$ cat config.mk
export PLATFORM = sky130hd
export DESIGN_NAME = uart_extended_modes
export DESIGN_NICKNAME = d
export VERILOG_FILES = /design/src/hdl/uart_ext_pkg.sv /design/src/hdl/uart_extended_modes.sv
export VERILOG_INCLUDE_DIRS = /design/src /design/src/hdl
export SDC_FILE = /design/constraint.sdc
export NUM_CORES = 1
export LEC_CHECK = 0
export ABC_CLOCK_PERIOD_IN_PS = 2680
export BUFFER_PORTS_ARGS = -buffer_cell sky130_fd_sc_hd__buf_2
export CORE_AREA = 2 2 124 126
export DETAILED_ROUTE_END_ITERATION = 10
export DIE_AREA = 0 0 126 128
export PLACE_DENSITY = 0.81
export SKIP_CTS_REPAIR_TIMING = 1
export SLEW_MARGIN = 20
export SYNTH_ARGS = -nofsm -noshare
export SYNTH_HDL_FRONTEND = slang
export SYNTH_SLANG_ARGS = --single-unit
export TNS_END_PERCENT = 5
$ cat constraint.sdc
create_clock -name clk -period 2.68 [get_ports clk]
set_input_delay 0.134 -clock clk [delete_from_list [all_inputs] [get_ports clk]]
set_output_delay 0.134 -clock clk [all_outputs]
set_load 0.01 [all_outputs]
$ cat src/hdl/uart_ext_map.svh
`ifndef UART_EXT_MAP_SVH
`define UART_EXT_MAP_SVH
// Register byte offsets.
`define OFS_CTRL       5'h00
`define OFS_DATA       5'h04
`define OFS_STATUS     5'h08
`define OFS_IRQ_MASK   5'h0C
`define OFS_BAUD       5'h10
// Control register fields.
`define CTRL_TX_EN     0
`define CTRL_RX_EN     1
`define CTRL_NINE      2
`define CTRL_LOOP      3
`define CTRL_RX_SRC    4
`define CTRL_DIR       5
`define CTRL_TX_NINTH  6
`define CTRL_EDGE_IE   7
`define CTRL_RESET     8'h00
// Sticky status fields (write one to clear, except ST_TX_EMPTY, which only a data write clears).
`define ST_TX_EMPTY    0
`define ST_TX_DONE     1
`define ST_RDRF        2
`define ST_EDGE        3
`define ST_OVR         4
`define ST_FE          5
`define ST_W           6
// Live status fields.
`define ST_RX_ACTIVE   8
`define ST_RX_NINTH    9
`define ST_RESET       6'h03
// Oversample and baud.
`define OVS            16
`define BAUD_RESET     16'h0000
`endif

$ cat src/hdl/uart_ext_pkg.sv
package uart_ext_pkg;
  typedef enum logic [1:0] {
    TX_IDLE  = 2'b00,
    TX_START = 2'b01,
    TX_DATA  = 2'b10,
    TX_STOP  = 2'b11
  } tx_state_e;
  typedef enum logic [1:0] {
    RX_IDLE  = 2'b00,
    RX_START = 2'b01,
    RX_DATA  = 2'b10,
    RX_STOP  = 2'b11
  } rx_state_e;
  typedef logic [1:0] resp_t;
endpackage

$ cat src/hdl/uart_extended_modes.sv
// The register addresses and register access over AXI4-Lite were decided locally.
`timescale 1ns/1ps
`include "uart_ext_map.svh"

module uart_extended_modes
  import uart_ext_pkg::*;
(
  // Clock and reset.
  input  wire logic                  clk,
  input  wire logic                  srst,
  // Stop mode request; registers other than the pin synchronizers and rx_prev_reg hold while it is high.
  input  wire logic                  stop_mode,
  // AXI4-Lite slave.
  input  wire logic                  s_axi_awvalid,
  output logic                       s_axi_awready,
  input  wire logic [4:0]            s_axi_awaddr,
  input  wire logic                  s_axi_wvalid,
  output logic                       s_axi_wready,
  input  wire logic [31:0]           s_axi_wdata,
  input  wire logic [3:0]            s_axi_wstrb,
  output logic                       s_axi_bvalid,
  input  wire logic                  s_axi_bready,
  output uart_ext_pkg::resp_t        s_axi_bresp,
  input  wire logic                  s_axi_arvalid,
  output logic                       s_axi_arready,
  input  wire logic [4:0]            s_axi_araddr,
  output logic                       s_axi_rvalid,
  input  wire logic                  s_axi_rready,
  output logic [31:0]                s_axi_rdata,
  output uart_ext_pkg::resp_t        s_axi_rresp,
  // Serial pins.
  input  wire logic                  txd_in,
  output logic                       txd_out,
  output logic                       txd_oe,
  input  wire logic                  rxd_in,
  output logic                       rxd_released,
  // Interrupt and wake.
  output logic                       irq,
  output logic                       wake
);
  import uart_ext_pkg::*;

  logic [7:0]  ctrl_reg;
  logic [15:0] baud_reg;
  logic [6:0]  status_reg;
  logic [6:0]  mask_reg;
  logic [8:0]  tx_buf_reg;
  logic [8:0]  rx_buf_reg;
  logic        run;
  logic        aw_held_reg, w_held_reg;
  logic [4:0]  aw_addr_reg;
  logic [31:0] w_data_reg;
  logic [3:0]  w_strb_reg;
  logic        b_pend_reg, r_pend_reg;
  logic [31:0] rdata_reg;
  resp_t       bresp_reg, rresp_reg;
  logic        wr_go, rd_go;
  logic [4:0]  rd_addr;

  // Registers hold still in stop, except the pin synchronizers and rx_prev_reg, which keep sampling.
  assign run = !stop_mode;

  function automatic logic mapped(input logic [4:0] a);
    mapped = (a == `OFS_CTRL) || (a == `OFS_DATA) || (a == `OFS_STATUS) ||
             (a == `OFS_IRQ_MASK) || (a == `OFS_BAUD);
  endfunction

  // Write channel: address and data are taken independently.
  assign s_axi_awready = run && !aw_held_reg && !b_pend_reg;
  assign s_axi_wready  = run && !w_held_reg && !b_pend_reg;
  assign wr_go = run && aw_held_reg && w_held_reg && !b_pend_reg;
  assign s_axi_bvalid = b_pend_reg;
  assign s_axi_bresp  = bresp_reg;

  always_ff @(posedge clk) begin
    if (srst) begin
      aw_held_reg <= 1'b0;
      w_held_reg  <= 1'b0;
      aw_addr_reg <= 5'h00;
      w_data_reg  <= 32'h0000_0000;
      w_strb_reg  <= 4'h0;
      b_pend_reg  <= 1'b0;
      bresp_reg   <= 2'b00;
    end else if (run) begin
      if (s_axi_awvalid && s_axi_awready) begin
        aw_held_reg <= 1'b1;
        aw_addr_reg <= s_axi_awaddr;
      end
      if (s_axi_wvalid && s_axi_wready) begin
        w_held_reg <= 1'b1;
        w_data_reg <= s_axi_wdata;
        w_strb_reg <= s_axi_wstrb;
      end
      if (wr_go) begin
        aw_held_reg <= 1'b0;
        w_held_reg  <= 1'b0;
        b_pend_reg  <= 1'b1;
        bresp_reg   <= mapped(aw_addr_reg) ? 2'b00 : 2'b10;
      end else if (b_pend_reg && s_axi_bready) begin
        b_pend_reg <= 1'b0;
      end
    end
  end

  // Read channel: one cycle from address to data.
  assign s_axi_arready = run && !r_pend_reg;
  assign rd_go   = s_axi_arvalid && s_axi_arready;
  assign rd_addr = s_axi_araddr;
  assign s_axi_rvalid = r_pend_reg;
  assign s_axi_rdata  = rdata_reg;
  assign s_axi_rresp  = rresp_reg;

  logic        rx_active;
  logic        rd_data_evt;

  always_ff @(posedge clk) begin
    if (srst) begin
      r_pend_reg <= 1'b0;
      rdata_reg  <= 32'h0000_0000;
      rresp_reg  <= 2'b00;
    end else if (run) begin
      if (rd_go) begin
        r_pend_reg <= 1'b1;
        rresp_reg  <= mapped(rd_addr) ? 2'b00 : 2'b10;
        case (rd_addr)
          `OFS_CTRL:     rdata_reg <= {24'h00_0000, ctrl_reg};
          `OFS_DATA:     rdata_reg <= {24'h00_0000, rx_buf_reg[7:0]};
          `OFS_STATUS:   rdata_reg <= {22'h00_0000, rx_buf_reg[8], rx_active, 1'b0,
                                       status_reg};
          `OFS_IRQ_MASK: rdata_reg <= {25'h000_0000, mask_reg};
          `OFS_BAUD:     rdata_reg <= {16'h0000, baud_reg};
          default:       rdata_reg <= 32'h0000_0000;
        endcase
      end else if (r_pend_reg && s_axi_rready) begin
        r_pend_reg <= 1'b0;
      end
    end
  end
  // Reading data consumes the receive buffer.
  assign rd_data_evt = run && rd_go && (rd_addr == `OFS_DATA);

  logic wr_ctrl, wr_data, wr_stat, wr_mask, wr_baud;
  assign wr_ctrl = wr_go && (aw_addr_reg == `OFS_CTRL) && w_strb_reg[0];
  assign wr_data = wr_go && (aw_addr_reg == `OFS_DATA) && w_strb_reg[0];
  assign wr_stat = wr_go && (aw_addr_reg == `OFS_STATUS) && w_strb_reg[0];
  assign wr_mask = wr_go && (aw_addr_reg == `OFS_IRQ_MASK) && w_strb_reg[0];
  assign wr_baud = wr_go && (aw_addr_reg == `OFS_BAUD);

  always_ff @(posedge clk) begin
    if (srst) begin
      ctrl_reg <= `CTRL_RESET;
      mask_reg <= 7'h00;
      baud_reg <= `BAUD_RESET;
    end else begin
      if (wr_ctrl) ctrl_reg <= w_data_reg[7:0];
      if (wr_mask) mask_reg <= w_data_reg[6:0];
      if (wr_baud) begin
        if (w_strb_reg[0]) baud_reg[7:0]  <= w_data_reg[7:0];
        if (w_strb_reg[1]) baud_reg[15:8] <= w_data_reg[15:8];
      end
    end
  end

  logic nine, loop_m, swire, tx_en, rx_en;
  assign tx_en  = ctrl_reg[`CTRL_TX_EN];
  assign rx_en  = ctrl_reg[`CTRL_RX_EN];
  assign nine   = ctrl_reg[`CTRL_NINE];
  assign loop_m = ctrl_reg[`CTRL_LOOP] && !ctrl_reg[`CTRL_RX_SRC];
  assign swire  = ctrl_reg[`CTRL_LOOP] && ctrl_reg[`CTRL_RX_SRC];

  // Oversample tick divider; a baud value of zero holds it off.
  // A baud write restarts the count, so a new rate never waits out a stale count.
  logic [15:0] div_reg;
  logic        tick;
  assign tick = run && (baud_reg != 16'h0000) && (div_reg == 16'h0000);
  always_ff @(posedge clk) begin
    if (srst || wr_baud) div_reg <= 16'h0000;
    else if (run && (baud_reg != 16'h0000))
      div_reg <= (div_reg == 16'h0000) ? baud_reg - 16'h0001 : div_reg - 16'h0001;
  end

  // Transmitter.
  tx_state_e   tx_st_reg;
  logic [8:0]  tx_sh_reg;
  logic [3:0]  tx_bit_reg, tx_ph_reg;
  logic        tx_line, tx_load, tx_done;
  logic        tx_empty;
  assign tx_empty = status_reg[`ST_TX_EMPTY];
  assign tx_load  = tick && tx_en && (tx_st_reg == TX_IDLE) && !tx_empty;
  assign tx_done = tick && (tx_st_reg == TX_STOP) && (tx_ph_reg == 4'hF);
  always_ff @(posedge clk) begin
    if (srst) begin
      tx_st_reg <= TX_IDLE;
      tx_sh_reg <= 9'h000;
      tx_bit_reg <= 4'h0;
      tx_ph_reg <= 4'h0;
      tx_line <= 1'b1;
    end else if (tick) begin
      tx_ph_reg <= tx_ph_reg + 4'h1;
      case (tx_st_reg)
        TX_IDLE: begin
          tx_line <= 1'b1;
          tx_ph_reg <= 4'h0;
          if (tx_load) begin
            tx_sh_reg <= tx_buf_reg;
            tx_st_reg <= TX_START;
            tx_line <= 1'b0;
          end
        end
        TX_START: if (tx_ph_reg == 4'hF) begin
          tx_st_reg <= TX_DATA;
          tx_bit_reg <= 4'h0;
          tx_line <= tx_sh_reg[0];
        end
        TX_DATA: if (tx_ph_reg == 4'hF) begin
          if (tx_bit_reg == (nine ? 4'h8 : 4'h7)) begin
            tx_st_reg <= TX_STOP;
            tx_line <= 1'b1;
          end else begin
            tx_bit_reg <= tx_bit_reg + 4'h1;
            tx_line <= tx_sh_reg[tx_bit_reg + 4'h1];
          end
        end
        TX_STOP: if (tx_ph_reg == 4'hF) tx_st_reg <= TX_IDLE;
        default: tx_st_reg <= TX_IDLE;
      endcase
    end
  end

  always_ff @(posedge clk) begin
    if (srst) tx_buf_reg <= 9'h000;
    else if (wr_ctrl) tx_buf_reg[8] <= w_data_reg[`CTRL_TX_NINTH];
    else if (wr_data) tx_buf_reg[7:0] <= w_data_reg[7:0];
  end

  // Pin routing for loop and single-wire operation.
  logic rx_pin_s1, rx_pin_s2, tx_pin_s1, tx_pin_s2, rx_src, drive_tx;
  always_ff @(posedge clk) begin
    rx_pin_s1 <= rxd_in;
    rx_pin_s2 <= rx_pin_s1;
    tx_pin_s1 <= txd_in;
    tx_pin_s2 <= tx_pin_s1;
  end
  assign drive_tx = tx_en && (!swire || ctrl_reg[`CTRL_DIR]);
  assign txd_out = tx_line;
  assign txd_oe  = drive_tx;
  assign rxd_released = swire;
  always_comb begin
    if (loop_m) rx_src = tx_line;
    else if (swire) rx_src = drive_tx ? tx_line : tx_pin_s2;
    else rx_src = rx_pin_s2;
  end

  // Receiver.
  rx_state_e  rx_st_reg;
  logic [8:0] rx_sh_reg;
  logic [3:0] rx_bit_reg, rx_ph_reg;
  logic       rx_prev_reg, rx_edge, rx_got;
  assign rx_active = (rx_st_reg != RX_IDLE);
  assign rx_edge = rx_en && rx_prev_reg && !rx_src;
  assign rx_got = tick && (rx_st_reg == RX_STOP) && (rx_ph_reg == 4'h7);
  always_ff @(posedge clk) begin
    if (srst) rx_prev_reg <= 1'b1;
    else rx_prev_reg <= rx_src;
  end
  always_ff @(posedge clk) begin
    if (srst) begin
      rx_st_reg <= RX_IDLE;
      rx_sh_reg <= 9'h000;
      rx_bit_reg <= 4'h0;
      rx_ph_reg <= 4'h0;
    end else if (tick) begin
      rx_ph_reg <= rx_ph_reg + 4'h1;
      case (rx_st_reg)
        RX_IDLE: begin
          rx_ph_reg <= 4'h0;
          if (rx_en && !rx_src) rx_st_reg <= RX_START;
        end
        RX_START: if (rx_ph_reg == 4'h7) begin
          rx_ph_reg <= 4'h0;
          rx_bit_reg <= 4'h0;
          rx_sh_reg <= 9'h000;
          rx_st_reg <= rx_src ? RX_IDLE : RX_DATA;
        end
        RX_DATA: if (rx_ph_reg == 4'hF) begin
          rx_sh_reg[rx_bit_reg] <= rx_src;
          if (rx_bit_reg == (nine ? 4'h8 : 4'h7)) rx_st_reg <= RX_STOP;
          rx_bit_reg <= rx_bit_reg + 4'h1;
        end
        RX_STOP: if (rx_ph_reg == 4'h7) rx_st_reg <= RX_IDLE;
        default: rx_st_reg <= RX_IDLE;
      endcase
    end
  end

  always_ff @(posedge clk) begin
    if (srst) rx_buf_reg <= 9'h000;
    else if (rx_got && !status_reg[`ST_RDRF]) rx_buf_reg <= {nine & rx_sh_reg[8],
                                                             rx_sh_reg[7:0]};
  end

  // Sticky status; a hardware set in the same cycle beats the software clear.
  logic [6:0] set_v, clr_v;
  always_comb begin
    set_v = 7'h00;
    set_v[`ST_TX_EMPTY] = tx_load;
    set_v[`ST_TX_DONE]  = tx_done && tx_empty;
    set_v[`ST_RDRF] = rx_got && !status_reg[`ST_RDRF];
    set_v[`ST_EDGE] = rx_edge && run;
    set_v[`ST_OVR]  = rx_got && status_reg[`ST_RDRF];
    set_v[`ST_FE]   = rx_got && !rx_src;
    set_v[`ST_W]    = 1'b0;
    clr_v = wr_stat ? w_data_reg[6:0] : 7'h00;
    clr_v[`ST_TX_EMPTY] = wr_data;
    clr_v[`ST_TX_DONE]  = wr_data || (wr_stat && w_data_reg[`ST_TX_DONE]);
    clr_v[`ST_RDRF] = rd_data_evt || (wr_stat && w_data_reg[`ST_RDRF]);
  end
  always_ff @(posedge clk) begin
    if (srst) status_reg <= {1'b0, `ST_RESET};
    else status_reg <= (status_reg & ~clr_v) | set_v;
  end

  assign irq = |(status_reg & mask_reg);
  // The edge detector stays alive while the other registers hold in stop, so wake is combinational.
  assign wake = stop_mode && rx_en && ctrl_reg[`CTRL_EDGE_IE] &&
                rx_prev_reg && !rx_src;
endmodule

== Yosys cells after proc, flatten, opt, wreduce, memory -nomap -nowiden ==
Cells that the tools add are included.

* $add $sub $neg: 6
* Magnitude comparators: 3
* Eq/ne operators: 30
* Mux-type cells: 53
* Bitwise operators: 7
* Reduce and logical (&&, ||, !) cells: 105

{| class="wikitable"
|+ Operators with widths
! kind !! count
|-
| 16-bit case mux with 5 select lines || 1
|-
| 1-bit logical AND || 51
|-
| 4-bit two-way mux || 8
|-
| 16-bit by 1-bit subtractor with 16-bit output, second input constant || 2
|-
| 2-bit two-way mux || 13
|-
| 4-bit case mux with 2 select lines || 3
|-
| 2-bit AND reduction || 11
|-
| 5-bit by 4-bit equality test with 1-bit output, second input constant || 4
|-
| 9-bit two-way mux || 2
|-
| 2-bit inequality test, second input constant || 9
|-
| 9-bit case mux with 2 select lines || 1
|-
| 1-bit two-way mux || 17
|-
| 4-bit by 1-bit adder with 4-bit output, second input constant || 4
|-
| 16-bit zero test || 1
|-
| 16-bit two-way mux || 1
|-
| 2-bit case mux with 4 select lines || 2
|-
| 16-bit nonzero test || 1
|-
| 7-bit bitwise AND || 2
|-
| 2-bit nonzero test || 7
|-
| 1-bit logical OR || 12
|-
| 6-bit AND reduction || 2
|-
| 5-bit by 3-bit equality test with 1-bit output, second input constant || 2
|-
| 5-bit equality test, second input constant || 2
|-
| 1-bit zero test || 10
|-
| other kinds (24) || 36
|}

* Register bits after elaboration: 179
* Input port bits: 56
* Logic and storage cells: 237

== Depth between registers and ports, before layout ==
* Depth in word-level cells: 11
* Gate-level depth with buffers: 13

== Worst setup path before layout ==
OpenSTA, ideal clock, no wires.

* Path kind: register to register
* Start: reg div_reg[4]
* End: reg div_reg[12]
* Setup time: 70 ps
* Arrival time: 2807 ps
* Required time: 2610 ps
* Slack: -197 ps
* Cell stages (with the launch flop): 14
* Path buffers: 2
* Period minus slack after synthesis: 2877 ps
* Cells stage by stage: dfxtp_1 -> or4_1 -> buf_2 -> or3_4 -> nor2_8 -> buf_2 -> a21oi_1 -> ha_1 -> inv_1 -> nor2_1 -> o311ai_0 -> nor3_1 -> a31o_2 -> a21oi_1

* Cells in the longest elaborated chain, start to end: 2
* Elaborated cells on any way between the ends: 3
* Classes of those cells: add/sub (1); mux (1); reduce/logical (1)

{| class="wikitable"
|+ RTL lines
! item !! RTL line !! text
|-
| from (decl) || uart_extended_modes.sv:173 || <nowiki>logic [15:0] div_reg;</nowiki>
|-
| from (signal assigned) || uart_extended_modes.sv:179 || <nowiki>div_reg <= (div_reg == 16'h0000) ? baud_reg - 16'h0001 : div_reg - 16'h0001;</nowiki>
|-
| 16-bit by 1-bit subtractor with 16-bit output or 16-bit zero test (tied branches) || uart_extended_modes.sv:179 ||
|-
| 16-bit two-way mux (*) || uart_extended_modes.sv:179 ||
|}

Mark *: on every way between the ends. The rest lies on a longest branch, timed or not.
A chain may end at the register's enable or synchronous reset.

== Worst setup path after layout ==
* Start: reg div_reg[3]
* End: reg div_reg[12]

Same word-level chain as after synthesis.

==> results.md <==
- Tmin final: roughly 2.6 ns
- Hold violation count in the final report: 0
- Starting density of the core: between 50% and 60%
- Top Ports: slightly above 100
- Unique cell type count in the Yosys netlist: just over 70
- Number of nets still failing antenna checks after routing: 0
- Initial antenna violation count: 0
- Diode count: 0
- Core footprint: about 0.015 sq mm
- Ys async rst share: 0%
- DRC: 0
- Die span in y: roughly 130 microns
- Layout area overhead: 19.0%
- Setup crit start kind: flop
- CTS H-Tree Depth: 4
- Fin. max-slew vios: 0
- Slew @ Worst Pin: 0.775 ns
- DR iter-0 viols: 604
- Ys flop type: dfxtp_1
- GRT Overall Usage: 24.5%
- Clock-pin slew of the registers on the worst-case setup and hold paths: 0.06 ns
- GP Congestion: between 0.8 and 0.9
- Pwr Density: about 570 mW/mm^2
- Fillers: ~1,300
- Cell chain of the critical path: or4_1, or3_4, nor2_8, a21oi_1, ha_1, inv_1, nor2_1, o311ai_2, nor3_2, a31o_2, a21oi_1
- MaxCap Viol Count: 0
- CP max stage cell: or4_1
- Grt ovf: 0
- Core Rows: 45
- Synthesized area per cell: between 8 and 9 sq um
- WP buf/inv: 1
- Routed wire per std cell: approximately 17 microns
- Fmax: 0.389 GHz
- First-pass GRT wire length: 31,700 microns
- Worst skew pair latency: roughly 0.43 ns
- Top delay family on crit path: simple AND/OR/NAND/NOR gates
- Final period util: 95.8%
- R2R Setup Slk: 0.11 ns
- Drt pass-1 iters: 8
- CTS tree: done
- Leak: between 3 and 4 nW
- Warning count from the yosys run: 0
- Crit path top cell by count: a21oi_1
- Peak supply drop: around 0.38 mV
- Total power: about 5.1 mW
- Hold Slack: 0.0424 ns
- Number of global-route vias before repair: about 6,400
- Largest net degree at the start of global routing: 56
- Syn Inst Count: approximately 910
- Number of synthesized register bits: 160
- Hold Crit Class: input port to flop
- Final #Nets: 1,068
- Required @ worst endpoint: approximately 3.0 ns
- Seq/Total Area, Yosys: a little over two fifths
- Fin util: between 60% and 70%
- CP peak stage delay: approximately 0.56 ns
- WL final: 20,500 microns
- Die width: 126 microns
- Setup violators final: 0
- Post-synth EDFFs: 0
- CTS Sinks: 160
- Critical Path AT: between 2 and 3 ns
- Max Buffers Root-to-Sink: 2
- DP Wirelength: 13,800 microns
- Num CTS Buffers: 17
- Full die area: about 0.016 sq mm
- Setup crit end kind: flop
- # port buffers: 65
- Cell Area, Synth: around 0.0075 sq mm
- Final clock skew: between 0.007 and 0.008 ns
- CP Max Fanout: 5
- CTS Root Cell: clkbuf_16
- Crit Path Class: flop to flop
- Vias/cell: ~6.0
- Layout cell share with drive strength beyond 1: about 16%
- Slew headroom: between 40% and 50%
- Status: completed
- Vias: between 7,000 and 8,000
logic make-up after synthesis:
| logic type | count (synthesis) | share of synthesized area [%] |
|---|---|---|
| DFF | 160 | 42.7 |
| muxes | 51 | 7.17 |
| xor gates and xnor gates | 3 | 0.350 |
| AOI/OAI and AO/OA | 210 | 17.3 |
| adders and majority gates | 12 | 2.00 |
| other | 1 | 0.0500 |
| and+or+nand+nor | 390 | 25.4 |
| buffers and inverters | 78 | 5.09 |
report_power, final:
part           switching [mW]  internal (mW)  total [mW]
Combinational           0.146         0.0946       0.240
Sequential             0.0339           2.41        2.44
Clock                   0.972           1.44        2.41
placed cells by master, fill, tap and decap left out, drive strengths merged, types with 12 or more instances in the layout:
cell / n
a22oi: 13
nor2: 103
conb: 18
o21ai: 34
dlygate4sd3: 25
clkbuf: 21
nand3: 48
ha: 12
dfxtp: 160
nand2: 119
nor3: 27
buf: 102
a21oi: 109
mux2i: 47
layout make-up:
class                           instances  area [sq um]  area share, %
Multi-Input combinational cell        684          4010           44.9
Sequential cell                       160          3200           35.9
Timing Repair Buffer                  127           856           9.58
Clock buffer                           21           470           5.27
Tap cell                              188           235           2.63
Clock inverter                         11           113           1.26
Inverter                               10          37.5          0.420
final timing paths:
| check | endpoint | startpoint | depth (start not counted) |
|---|---|---|---|
| setup / recovery | div_reg[12] | div_reg[3] | 11 |
| hold / removal | s_axi_rvalid | s_axi_rready | 4 |
| setup reg to reg | div_reg[12] | div_reg[3] | 11 |
| hold reg to reg | rx_pin_s2 | rx_pin_s1 | 0 |
stage by stage:
step	cells	instance area (sq um)	TNS, ns	worst slack [ns]
finish	1201	8930	0	0.111
global route	1201	8930	-0.00519	-0.00519
CTS	1176	8670	0	0.106
detailed placement	1144	8090	0	0.138
global placement	1144	8090	0	0.155
floorplan	922	7590	0	0.00851
routing by layer:
layer / up-vias / track usage (%) / share of wire, %
li1: 3399 / - / -
met1: 3404 / 31.2 / 41
met2: 344 / 40.1 / 48
met3: 58 / 4.67 / 7.0
met4: 0 / 12.2 / 4.0
met5: - / 0 / 0
tightest hold or removal path, stage by stage:
cell and delay [ns]:
buf_2 0.07, inv_1 0.03, o21ai_0 0.13, a21oi_1 0.06
cell usage after synthesis (8+ instances only):
library cell / count / area (sq um)
dfxtp_1: 160 / 3200
nand2_1: 118 / 443
a21oi_1: 108 / 541
nor2_1: 102 / 383
nand3_1: 48 / 240
mux2i_1: 47 / 470
clkbuf_1: 39 / 146
o21ai_0: 34 / 170
nor3_1: 26 / 130
buf_4: 19 / 143
a22oi_1: 13 / 97.6
ha_1: 12 / 150
nand4_1: 11 / 68.8
inv_1: 10 / 37.5
or3_1: 10 / 62.6
nor4_1: 9 / 56.3
a222oi_1: 8 / 80.1
and3_1: 8 / 50.1
buf_2: 8 / 40.0
Note: power is estimated with default switching activity, not from simulation.
